$ cat config.mk
export PLATFORM = sky130hd
export DESIGN_NAME = eiu_top
export DESIGN_NICKNAME = d
export VERILOG_FILES = /design/src/common/eiu_pkg.sv /design/src/hdl/eiu_top.sv
export SDC_FILE = /design/constraint.sdc
export NUM_CORES = 1
export LEC_CHECK = 0
export ABC_AREA = 1
export BUFFER_PORTS_ARGS = -buffer_cell sky130_fd_sc_hd__buf_2
export CAP_MARGIN = 0
export CORE_ASPECT_RATIO = 1.2
export CORE_MARGIN = 3
export CORE_UTILIZATION = 55
export CTS_CLUSTER_DIAMETER = 200
export DETAILED_ROUTE_END_ITERATION = 8
export HOLD_SLACK_MARGIN = 0.06
export MAX_ROUTING_LAYER = met4
export PLACE_DENSITY_LB_ADDON = 0.25
export SLEW_MARGIN = 0
export SYNTH_ARGS = -nofsm -noshare
export SYNTH_HDL_FRONTEND = slang
export SYNTH_SLANG_ARGS = --single-unit
$ cat constraint.sdc
create_clock -name clock -period 4.3 [get_ports clock]
set_input_delay 1.075 -clock clock [delete_from_list [all_inputs] [get_ports clock]]
set_output_delay 1.075 -clock clock [all_outputs]
set_load 0.005 [all_outputs]
$ cat src/common/eiu_pkg.sv
`default_nettype none
package eiu_pkg;

    // ------------------------------------------------------------
    // sizes
    // ------------------------------------------------------------
    localparam int NUM_LINES   = 3;
    localparam int ADDR_W      = 8;
    localparam int DATA_W      = 32;
    localparam int SYNC_STAGES = 3;

    // ------------------------------------------------------------
    // register offsets (byte addresses)
    // ------------------------------------------------------------
    localparam logic [ADDR_W-1:0] OFS_SENSE_CONTROL = 8'h00;
    localparam logic [ADDR_W-1:0] OFS_MASK          = 8'h04;
    localparam logic [ADDR_W-1:0] OFS_FLAGS         = 8'h08;
    localparam logic [ADDR_W-1:0] OFS_EVT_STATUS    = 8'h0C;
    localparam logic [ADDR_W-1:0] OFS_EVT_MASK      = 8'h10;

    // ------------------------------------------------------------
    // field positions and reset values
    // ------------------------------------------------------------
    localparam int SENSE_FIELD_W = 2;
    localparam int SENSE_BITS    = NUM_LINES * SENSE_FIELD_W;
    localparam int EVT_WAKE_BIT  = NUM_LINES;
    localparam int EVT_BITS      = NUM_LINES + 1;

    localparam logic [7:0] SENSE_CONTROL_RESET = 8'h00;
    localparam logic [7:0] MASK_RESET          = 8'h00;
    localparam logic [7:0] FLAGS_RESET         = 8'h00;
    localparam logic [7:0] EVT_STATUS_RESET    = 8'h00;
    localparam logic [7:0] EVT_MASK_RESET      = 8'h00;

    // ------------------------------------------------------------
    // timing
    // ------------------------------------------------------------
    localparam int CLK_PERIOD_NS     = 10;
    localparam int WDT_PERIOD_NS     = 1000;
    localparam int WDT_TICK_CYCLES   = (WDT_PERIOD_NS + CLK_PERIOD_NS - 1) / CLK_PERIOD_NS;
    localparam int WAKE_SAMPLES      = 2;
    localparam int STARTUP_CYCLES_DEFAULT = 64;

    // ------------------------------------------------------------
    // types
    // ------------------------------------------------------------
    typedef enum logic [1:0] {SENSE_LOW, SENSE_CHANGE, SENSE_FALL, SENSE_RISE} eiu_sense_t;

    typedef enum logic [1:0] {WAKE_RUN, WAKE_WATCH, WAKE_START} eiu_wake_t;

    typedef struct packed {
        logic              psel;
        logic              penable;
        logic              pwrite;
        logic [ADDR_W-1:0] paddr;
        logic [DATA_W-1:0] pwdata;
    } eiu_apb_req_t;

    typedef struct packed {
        logic [DATA_W-1:0] prdata;
        logic              pready;
        logic              pslverr;
    } eiu_apb_rsp_t;

endpackage
`default_nettype wire

$ cat src/hdl/eiu_top.sv
// The placing of the registers and the APB interface to the registers were decided locally.
`timescale 1ns/10ps
`default_nettype none

// Operation
// - pins trigger even when driven as outputs
// - sense field picks low, change, fall, rise
// - sense register bits 5..0, rest zero
// - low level requests while pin low
// - edges seen only while io clock runs
// - power-down wake needs two watchdog samples
// - vanished level wakes but no interrupt
// - global enable and mask gate request
// - pins sampled first; long pulses caught
// - mask register bits 2..0 enable lines
// - edge or change sets line flag
// - flag cleared when routine is entered
// - writing one clears flag, zero keeps
// - flag reads zero in low level mode
module eiu_top #(
    parameter int STARTUP_CYCLES = eiu_pkg::STARTUP_CYCLES_DEFAULT
) (
    input  wire logic                            clock,
    input  wire logic                            resetn,
    input  wire eiu_pkg::eiu_apb_req_t           apb_req,
    output var  eiu_pkg::eiu_apb_rsp_t           apb_rsp,
    input  wire logic [eiu_pkg::NUM_LINES-1:0]   ext_irq_pins,
    input  wire logic                            global_irq_enable,
    input  wire logic [eiu_pkg::NUM_LINES-1:0]   line_irq_ack,
    input  wire logic                            io_clk_run,
    input  wire logic                            power_down,
    output logic      [eiu_pkg::NUM_LINES-1:0]   line_irq_req,
    output logic                                 wakeup_req,
    output logic                                 irq
);
    import eiu_pkg::*;

    // ------------------------------------------------------------
    // functions
    // ------------------------------------------------------------
    function automatic eiu_sense_t sense_of(input logic [7:0] ctl, input int line);
        sense_of = eiu_sense_t'(ctl[line*SENSE_FIELD_W +: SENSE_FIELD_W]);
    endfunction

    function automatic logic [DATA_W-1:0] widen(input logic [7:0] v);
        widen = {24'h000000, v};
    endfunction

    // ------------------------------------------------------------
    // registers and state
    // ------------------------------------------------------------
    logic [7:0]           sense_ctl_reg;
    logic [7:0]           mask_reg;
    logic [7:0]           flags_reg;
    logic [7:0]           flags_next;
    logic [7:0]           evt_status_reg;
    logic [7:0]           evt_status_next;
    logic [7:0]           evt_mask_reg;
    logic [7:0]           rd_capture_reg;
    logic                 rd_status_reg;
    logic [DATA_W-1:0]    prdata_reg;
    logic                 pslverr_reg;

    logic [NUM_LINES-1:0] sync1_reg;
    logic [NUM_LINES-1:0] sync2_reg;
    logic [NUM_LINES-1:0] sync3_reg;
    logic [NUM_LINES-1:0] filt_reg;
    logic [NUM_LINES-1:0] prev_reg;

    logic [NUM_LINES-1:0] edge_hit;
    logic [NUM_LINES-1:0] level_low;
    logic [NUM_LINES-1:0] line_req_next;

    eiu_wake_t            wake_reg;
    logic [1:0]           wake_hits_reg;
    logic [$clog2(STARTUP_CYCLES+1)-1:0] startup_cnt_reg;
    logic [$clog2(WDT_TICK_CYCLES+1)-1:0] wdt_cnt_reg;
    logic                 wdt_tick;
    logic                 wake_event;
    logic                 awake;

    // ------------------------------------------------------------
    // apb decode
    // ------------------------------------------------------------
    logic setup_ph;
    logic access_ph;
    logic wr_en;
    logic addr_ok;

    assign setup_ph  = apb_req.psel && !apb_req.penable;
    assign access_ph = apb_req.psel && apb_req.penable;
    assign wr_en     = access_ph && apb_req.pwrite && addr_ok;

    always_comb begin
        case (apb_req.paddr)
            OFS_SENSE_CONTROL,
            OFS_MASK,
            OFS_FLAGS,
            OFS_EVT_STATUS,
            OFS_EVT_MASK: addr_ok = 1'b1;
            default:      addr_ok = 1'b0;
        endcase
    end

    // ------------------------------------------------------------
    // read data, captured at setup so the output is a flop
    // ------------------------------------------------------------
    always_ff @(posedge clock) begin
        if (!resetn) begin
            prdata_reg     <= '0;
            pslverr_reg    <= 1'b0;
            rd_capture_reg <= 8'h00;
            rd_status_reg  <= 1'b0;
        end else if (setup_ph) begin
            pslverr_reg    <= !addr_ok;
            rd_status_reg  <= !apb_req.pwrite && (apb_req.paddr == OFS_EVT_STATUS);
            rd_capture_reg <= evt_status_next;
            case (apb_req.paddr)
                OFS_SENSE_CONTROL: prdata_reg <= widen(sense_ctl_reg);
                OFS_MASK:          prdata_reg <= widen(mask_reg);
                OFS_FLAGS:         prdata_reg <= widen(flags_next);
                OFS_EVT_STATUS:    prdata_reg <= widen(evt_status_next);
                OFS_EVT_MASK:      prdata_reg <= widen(evt_mask_reg);
                default:           prdata_reg <= '0;
            endcase
        end
    end

    // zero wait states: every access completes in its first access cycle
    assign apb_rsp.prdata  = prdata_reg;
    assign apb_rsp.pready  = 1'b1;
    assign apb_rsp.pslverr = access_ph && pslverr_reg;

    // ------------------------------------------------------------
    // control registers
    // ------------------------------------------------------------
    always_ff @(posedge clock) begin
        if (!resetn) begin
            sense_ctl_reg <= SENSE_CONTROL_RESET;
        end else if (wr_en && apb_req.paddr == OFS_SENSE_CONTROL) begin
            sense_ctl_reg <= {2'b00, apb_req.pwdata[SENSE_BITS-1:0]};
        end
    end

    always_ff @(posedge clock) begin
        if (!resetn) begin
            mask_reg <= MASK_RESET;
        end else if (wr_en && apb_req.paddr == OFS_MASK) begin
            mask_reg <= {5'b00000, apb_req.pwdata[NUM_LINES-1:0]};
        end
    end

    always_ff @(posedge clock) begin
        if (!resetn) begin
            evt_mask_reg <= EVT_MASK_RESET;
        end else if (wr_en && apb_req.paddr == OFS_EVT_MASK) begin
            evt_mask_reg <= {4'h0, apb_req.pwdata[EVT_BITS-1:0]};
        end
    end

    // ------------------------------------------------------------
    // pin synchroniser and agreement filter
    // ------------------------------------------------------------
    // the pad level is sampled, so a pin driven as an output still triggers
    always_ff @(posedge clock) begin
        if (!resetn) begin
            sync1_reg <= '1;
            sync2_reg <= '1;
            sync3_reg <= '1;
        end else begin
            sync1_reg <= ext_irq_pins;
            sync2_reg <= sync1_reg;
            sync3_reg <= sync2_reg;
        end
    end

    // a change counts only once two stages agree; glitches of one cycle die here
    always_ff @(posedge clock) begin
        if (!resetn) begin
            filt_reg <= '1;
        end else begin
            for (int i = 0; i < NUM_LINES; i++) begin
                if (sync2_reg[i] == sync3_reg[i]) begin
                    filt_reg[i] <= sync3_reg[i];
                end
            end
        end
    end

    // prev tracks always, so edges during a halted io clock are dropped, not deferred
    always_ff @(posedge clock) begin
        if (!resetn) begin
            prev_reg <= '1;
        end else begin
            prev_reg <= filt_reg;
        end
    end

    // ------------------------------------------------------------
    // trigger selection
    // ------------------------------------------------------------
    always_comb begin
        edge_hit  = '0;
        level_low = '0;
        for (int i = 0; i < NUM_LINES; i++) begin
            case (sense_of(sense_ctl_reg, i))
                SENSE_LOW:    level_low[i] = !filt_reg[i];
                SENSE_CHANGE: edge_hit[i]  = io_clk_run && (filt_reg[i] != prev_reg[i]);
                SENSE_FALL:   edge_hit[i]  = io_clk_run && prev_reg[i] && !filt_reg[i];
                SENSE_RISE:   edge_hit[i]  = io_clk_run && !prev_reg[i] && filt_reg[i];
                default:      edge_hit[i]  = 1'b0;
            endcase
        end
    end

    // ------------------------------------------------------------
    // line flags
    // ------------------------------------------------------------
    always_comb begin
        flags_next = flags_reg;
        for (int i = 0; i < NUM_LINES; i++) begin
            if (line_irq_ack[i]) begin
                flags_next[i] = 1'b0;
            end
            if (wr_en && apb_req.paddr == OFS_FLAGS && apb_req.pwdata[i]) begin
                flags_next[i] = 1'b0;
            end
            // set wins over either clear
            if (edge_hit[i]) begin
                flags_next[i] = 1'b1;
            end
            if (sense_of(sense_ctl_reg, i) == SENSE_LOW) begin
                flags_next[i] = 1'b0;
            end
        end
        flags_next[7:NUM_LINES] = '0;
    end

    always_ff @(posedge clock) begin
        if (!resetn) begin
            flags_reg <= FLAGS_RESET;
        end else begin
            flags_reg <= flags_next;
        end
    end

    // ------------------------------------------------------------
    // requests to the core
    // ------------------------------------------------------------
    // level requests are held off while asleep or starting up; the level must
    // still be there after the start-up time to interrupt
    assign awake = (wake_reg == WAKE_RUN) && !power_down;

    always_comb begin
        for (int i = 0; i < NUM_LINES; i++) begin
            line_req_next[i] = global_irq_enable && mask_reg[i] &&
                               (flags_reg[i] || (level_low[i] && awake));
        end
    end

    always_ff @(posedge clock) begin
        if (!resetn) begin
            line_irq_req <= '0;
        end else begin
            line_irq_req <= line_req_next & ~line_irq_ack;
        end
    end

    // ------------------------------------------------------------
    // watchdog oscillator tick
    // ------------------------------------------------------------
    always_ff @(posedge clock) begin
        if (!resetn) begin
            wdt_cnt_reg <= '0;
        end else if (wdt_tick) begin
            wdt_cnt_reg <= '0;
        end else begin
            wdt_cnt_reg <= wdt_cnt_reg + 1'b1;
        end
    end

    assign wdt_tick = (wdt_cnt_reg == ($bits(wdt_cnt_reg))'(WDT_TICK_CYCLES - 1));

    // ------------------------------------------------------------
    // power-down wake sequencer
    // ------------------------------------------------------------
    logic wake_level;
    assign wake_level = global_irq_enable && |(level_low & mask_reg[NUM_LINES-1:0]);

    always_ff @(posedge clock) begin
        if (!resetn) begin
            wake_reg        <= WAKE_RUN;
            wake_hits_reg   <= 2'd0;
            startup_cnt_reg <= '0;
        end else begin
            case (wake_reg)
                WAKE_RUN: begin
                    wake_hits_reg <= 2'd0;
                    if (power_down) begin
                        wake_reg <= WAKE_WATCH;
                    end
                end
                WAKE_WATCH: begin
                    if (!power_down) begin
                        wake_reg <= WAKE_RUN;
                    end else if (wdt_tick) begin
                        if (!wake_level) begin
                            wake_hits_reg <= 2'd0;
                        end else if (wake_hits_reg == 2'(WAKE_SAMPLES - 1)) begin
                            wake_reg        <= WAKE_START;
                            startup_cnt_reg <= '0;
                        end else begin
                            wake_hits_reg <= wake_hits_reg + 2'd1;
                        end
                    end
                end
                WAKE_START: begin
                    // wakes even if the level has gone meanwhile
                    if (startup_cnt_reg == ($bits(startup_cnt_reg))'(STARTUP_CYCLES - 1)) begin
                        wake_reg <= WAKE_RUN;
                    end else begin
                        startup_cnt_reg <= startup_cnt_reg + 1'b1;
                    end
                end
                default: wake_reg <= WAKE_RUN;
            endcase
        end
    end

    assign wake_event = (wake_reg == WAKE_START) &&
                        (startup_cnt_reg == ($bits(startup_cnt_reg))'(STARTUP_CYCLES - 1));

    always_ff @(posedge clock) begin
        if (!resetn) begin
            wakeup_req <= 1'b0;
        end else begin
            wakeup_req <= (wake_reg == WAKE_START);
        end
    end

    // ------------------------------------------------------------
    // event status and interrupt output
    // ------------------------------------------------------------
    // only bits that were actually returned are cleared, so a set arriving
    // between setup and access survives the read
    always_comb begin
        evt_status_next = evt_status_reg;
        if (access_ph && rd_status_reg) begin
            evt_status_next = evt_status_reg & ~rd_capture_reg;
        end
        evt_status_next[NUM_LINES-1:0] = evt_status_next[NUM_LINES-1:0] | edge_hit;
        evt_status_next[EVT_WAKE_BIT]  = evt_status_next[EVT_WAKE_BIT] | wake_event;
        evt_status_next[7:EVT_BITS]    = '0;
    end

    always_ff @(posedge clock) begin
        if (!resetn) begin
            evt_status_reg <= EVT_STATUS_RESET;
        end else begin
            evt_status_reg <= evt_status_next;
        end
    end

    always_ff @(posedge clock) begin
        if (!resetn) begin
            irq <= 1'b0;
        end else begin
            irq <= |(evt_status_next & evt_mask_reg);
        end
    end

endmodule // eiu_top
`default_nettype wire

=== Yosys cells after proc, flatten, opt, wreduce, memory -nomap -nowiden ===
Index checks and enable logic that the tools add are counted.

* Register bits after elaboration: 96
* Bits of input ports: 54
* Output and inout port bits: 39

* $add $sub $neg: 3
* Eq/ne operators: 35
* Muxes and demuxes: 39
* Bitwise operators: 9
* Reduce and logical (&&, ||, !) cells: 68

{| class="wikitable"
|+ Operator list
! operator !! count
|-
| $logic_and 1x1->1 || 41
|-
| $mux 7 || 5
|-
| $pmux 6 s5 || 1
|-
| $mux 2 || 10
|-
| $eq 8x4->1 const B || 2
|-
| $mux 1 || 16
|-
| $add 7x1->7 const B || 2
|-
| $eq 2x2->1 const B || 7
|-
| $ne 2x2->1 const B || 7
|-
| $pmux 7 s2 || 1
|-
| $ne 3x3->1 const B || 4
|-
| $eq 2x1->1 const B || 5
|-
| $logic_not 1->1 || 10
|-
| $pmux 1 s3 || 3
|-
| $and 4x4->4 || 2
|-
| $eq 8x3->1 const B || 1
|-
| $eq 8x5->1 const B || 1
|-
| $logic_not 2->1 || 4
|-
| $logic_not 8->1 || 1
|-
| $reduce_or 8->1 || 1
|-
| $eq 7x6->1 const B || 1
|-
| $eq 7x7->1 const B || 1
|-
| $and 3x3->3 || 2
|-
| $pmux 2 s3 || 1
|-
| 18 further kinds || 25
|}

=== Logic depth before layout (Yosys ltp) ===
* Depth in word-level cells: 10
* Mapped depth: 11
* Gate-level depth less buffers: 11

=== Least setup slack after synthesis ===
OpenSTA, ideal clock, no wires.

* Kind: input port to output port
* From: in apb_req[42] (netlist name)
* To: out apb_rsp[0] (netlist name)
* Data arrival time: 1.239 ns
* Slack: 1.986 ns
* Stages on the path: 2
* Buffers on the path: 0
* Cells stage by stage: nand2_1 nor2_1

{| class="wikitable"
|+ RTL lines
! element !! RTL line !! text
|-
| start, declared || eiu_top.sv:25 || <nowiki>input wire eiu_pkg::eiu_apb_req_t apb_req,</nowiki>
|-
| end, declared || eiu_top.sv:26 || <nowiki>output var eiu_pkg::eiu_apb_rsp_t apb_rsp,</nowiki>
|}

==> flow_summary.json <==
{
  "powerDensity_mw_per_mm2": 408,
  "crit_type": "in -> out",
  "fin_util_pct": 66.2,
  "wire_per_inst_microns": 12.2,
  "postCtsHoldBufs": 0,
  "clkTransAtPathRegs_ps": 70,
  "async_flop_share_pct": 0,
  "fin_crit_ps": 2550,
  "nets": 563,
  "cap_viol_max_count": 0,
  "io_pins": 93,
  "grt_pass1_vias": 2679,
  "setup_tns_ps": 0,
  "syn_area_sq_mm": 0.00334,
  "cts_resized": 0,
  "insertion_delay_ps": 350,
  "worst_pin_slew_ps": 690,
  "path_buf_inv": 2,
  "rsz0062_at_grt": "no",
  "cts_tree": "yes",
  "clock-sinks": 70,
  "path_cells": "buf_2 > nand2_1 > nor2_1 > buf_2",
  "n_antenna_cell": 0,
  "timing.fmax_mhz": 392,
  "syn_to_final_growth_pct": 14.5,
  "total_power_w": 0.00156,
  "gp_congestion": 0.934,
  "peakVddDrop_v": 0.000272,
  "crit_top_cell": "buf_2",
  "place_hpwl_microns": 5450,
  "grt_max_degree": 25,
  "drtIter0Drc": 184,
  "reg2reg_slack_ps": 2690,
  "skew_ps": 3.27,
  "ys_ff_latch": 70,
  "fillers": 541,
  "crit_path_end_kind": "output pin",
  "start_kind": "input port",
  "synth_warnings": 0,
  "grt.overflow.total": 0,
  "synth_edf_count": 0,
  "drive_above_1_share_pct": 19.2,
  "die_w_microns": 77.1,
  "cp.arrival_ps": 1470,
  "viasPerCell": 4.98,
  "start_util_pct": 57.8,
  "worst_path_dominant_cell_family": "buffers and inverters",
  "antenna_found_initial": 0,
  "maxSlewHeadroom_pct": 53.9,
  "critPathMaxFanout": 3,
  "hold_path_class": "reg -> reg",
  "wl_microns": 7230,
  "cts_buffer_depth": 2,
  "finalHoldViolCount": 0,
  "status": "complete, no violations",
  "synth_seq_area_share_pct": 41.9,
  "maxSlewViolCount": 0,
  "htreeDepth": 3,
  "synthFlopType": "dfxtp_1",
  "drtPass1Iterations": 4,
  "synthDistinctLibCells": 37,
  "max_stage_delay_ps": 120,
  "synth_cells": 465,
  "cts-root-buf": "clkbuf_8",
  "drc": 0,
  "die_area_sq_mm": 0.00705,
  "critPathSlowestCell": "buf_2",
  "grt_usage_pct": 21.5,
  "cts-buffers-inserted": 9,
  "critPathRequiredTime_ps": 3220,
  "final.period_utilization_pct": 59.3,
  "core.rowCount": 30,
  "coreArea_sq_mm": 0.00578,
  "setup_viol": 0,
  "grt_pass1_wl_microns": 11700,
  "die_height_microns": 91.4,
  "ant_nets": 0,
  "avgSynthCellArea_sq_um": 7.18,
  "io_buffer_count": 39,
  "vias": 2943,
  "static-leakage-power_nw": 1.69,
  "cts_setup_buffers": 0
}
metrics by stage:
| stage | hold slack, ps | area, sq um | setup slack, ps | std cells |
|---|---|---|---|---|
| after detailed placement | 407 | 3510 | 1680 | 575 |
| after CTS | 425 | 3820 | 1750 | 591 |
| final | 419 | 3820 | 1750 | 591 |
| after global routing | 442 | 3820 | 1700 | 591 |
| after floorplan | 393 | 3430 | 1990 | 490 |
| after global placement | 397 | 3510 | 1690 | 575 |
final cells by class:
type	count	area, sq um	area share, %
Multi-Input combinational cell	323	1570	41.0
Timing Repair Buffer	41	210	5.50
Clock buffer	10	138	3.60
Sequential cell	70	1400	36.6
Inverter	61	229	5.99
Clock inverter	6	180	4.71
Tap cell	80	100	2.62
metal layers:
metal / track usage [%] / share of wire [%] / routed length, microns / vias to the layer above
met2: 35.7 / 50 / 3620 / 78
met3: 3.17 / 5.6 / 403 / 16
met1: 24.1 / 42 / 3010 / 1337
li1: - / - / - / 1512
met4: 13.1 / 2.7 / 196 / 0
met5: - / 0 / 0 / -
cells in the mapped netlist, drive strengths merged (3+ instances only):
library cell / instances / area (sq um)
nand2: 93 / 369
dfxtp: 70 / 1400
inv: 60 / 225
nor2: 56 / 238
a21oi: 42 / 221
nand3: 39 / 205
buf: 29 / 211
o21ai: 28 / 144
or2: 10 / 62.6
clkbuf: 7 / 26.3
nand4: 4 / 31.3
a211oi: 3 / 22.5
ha: 3 / 37.5
nand3b: 3 / 22.5
nor3: 3 / 20.0
nor4: 3 / 18.8
xor2: 3 / 26.3
cell families (layout without fill, tap and decap cells):
| kind of cell | Yosys count | in the layout | share of synthesized area, % |
|---|---|---|---|
| compound gates | 76 | 76 | 12.3 |
| xor+xnor | 5 | 5 | 1.31 |
| fa+ha+maj | 3 | 3 | 1.12 |
| buf+inv | 97 | 118 | 14.0 |
| flops | 70 | 70 | 41.9 |
| other cells | 2 | 27 | 0.225 |
| simple gates | 212 | 212 | 29.1 |
layout by cell type, fill, tap and decap left out, drive strengths merged, types with 4 or more instances in the layout:
cell type   n
a21oi      42
buf        41
bufinv      6
clkbuf     10
conb       27
dfxtp      70
inv        60
nand2      93
nand3      39
nand4       4
nor2       56
o21ai      28
or2        10
worst paths after layout:
| kind | cells past startpoint | to | start |
|---|---|---|---|
| worst min register to register | 1 | sync2_reg[2]$_SDFF_PN1_ | sync1_reg[2]$_SDFF_PN1_ |
| worst min-delay path | 1 | sync2_reg[2]$_SDFF_PN1_ | sync1_reg[2]$_SDFF_PN1_ |
| worst max-delay path | 4 | apb_rsp[0] | apb_req[42] |
| worst max register to register | 10 | startup_cnt_reg[4]$_SDFFE_PN0P_ | wdt_cnt_reg[0]$_SDFF_PP0_ |
power by group:
group	internal [W]	switching, W	leakage [nW]
Combinational	0.0000243	0.0000494	0.969
Clock	0.000577	0.000243	0.157
Sequential	0.000659	0.00000660	0.568
Total	0.00126	0.000299	1.69
Note: power is estimated with default switching activity, not from simulation.
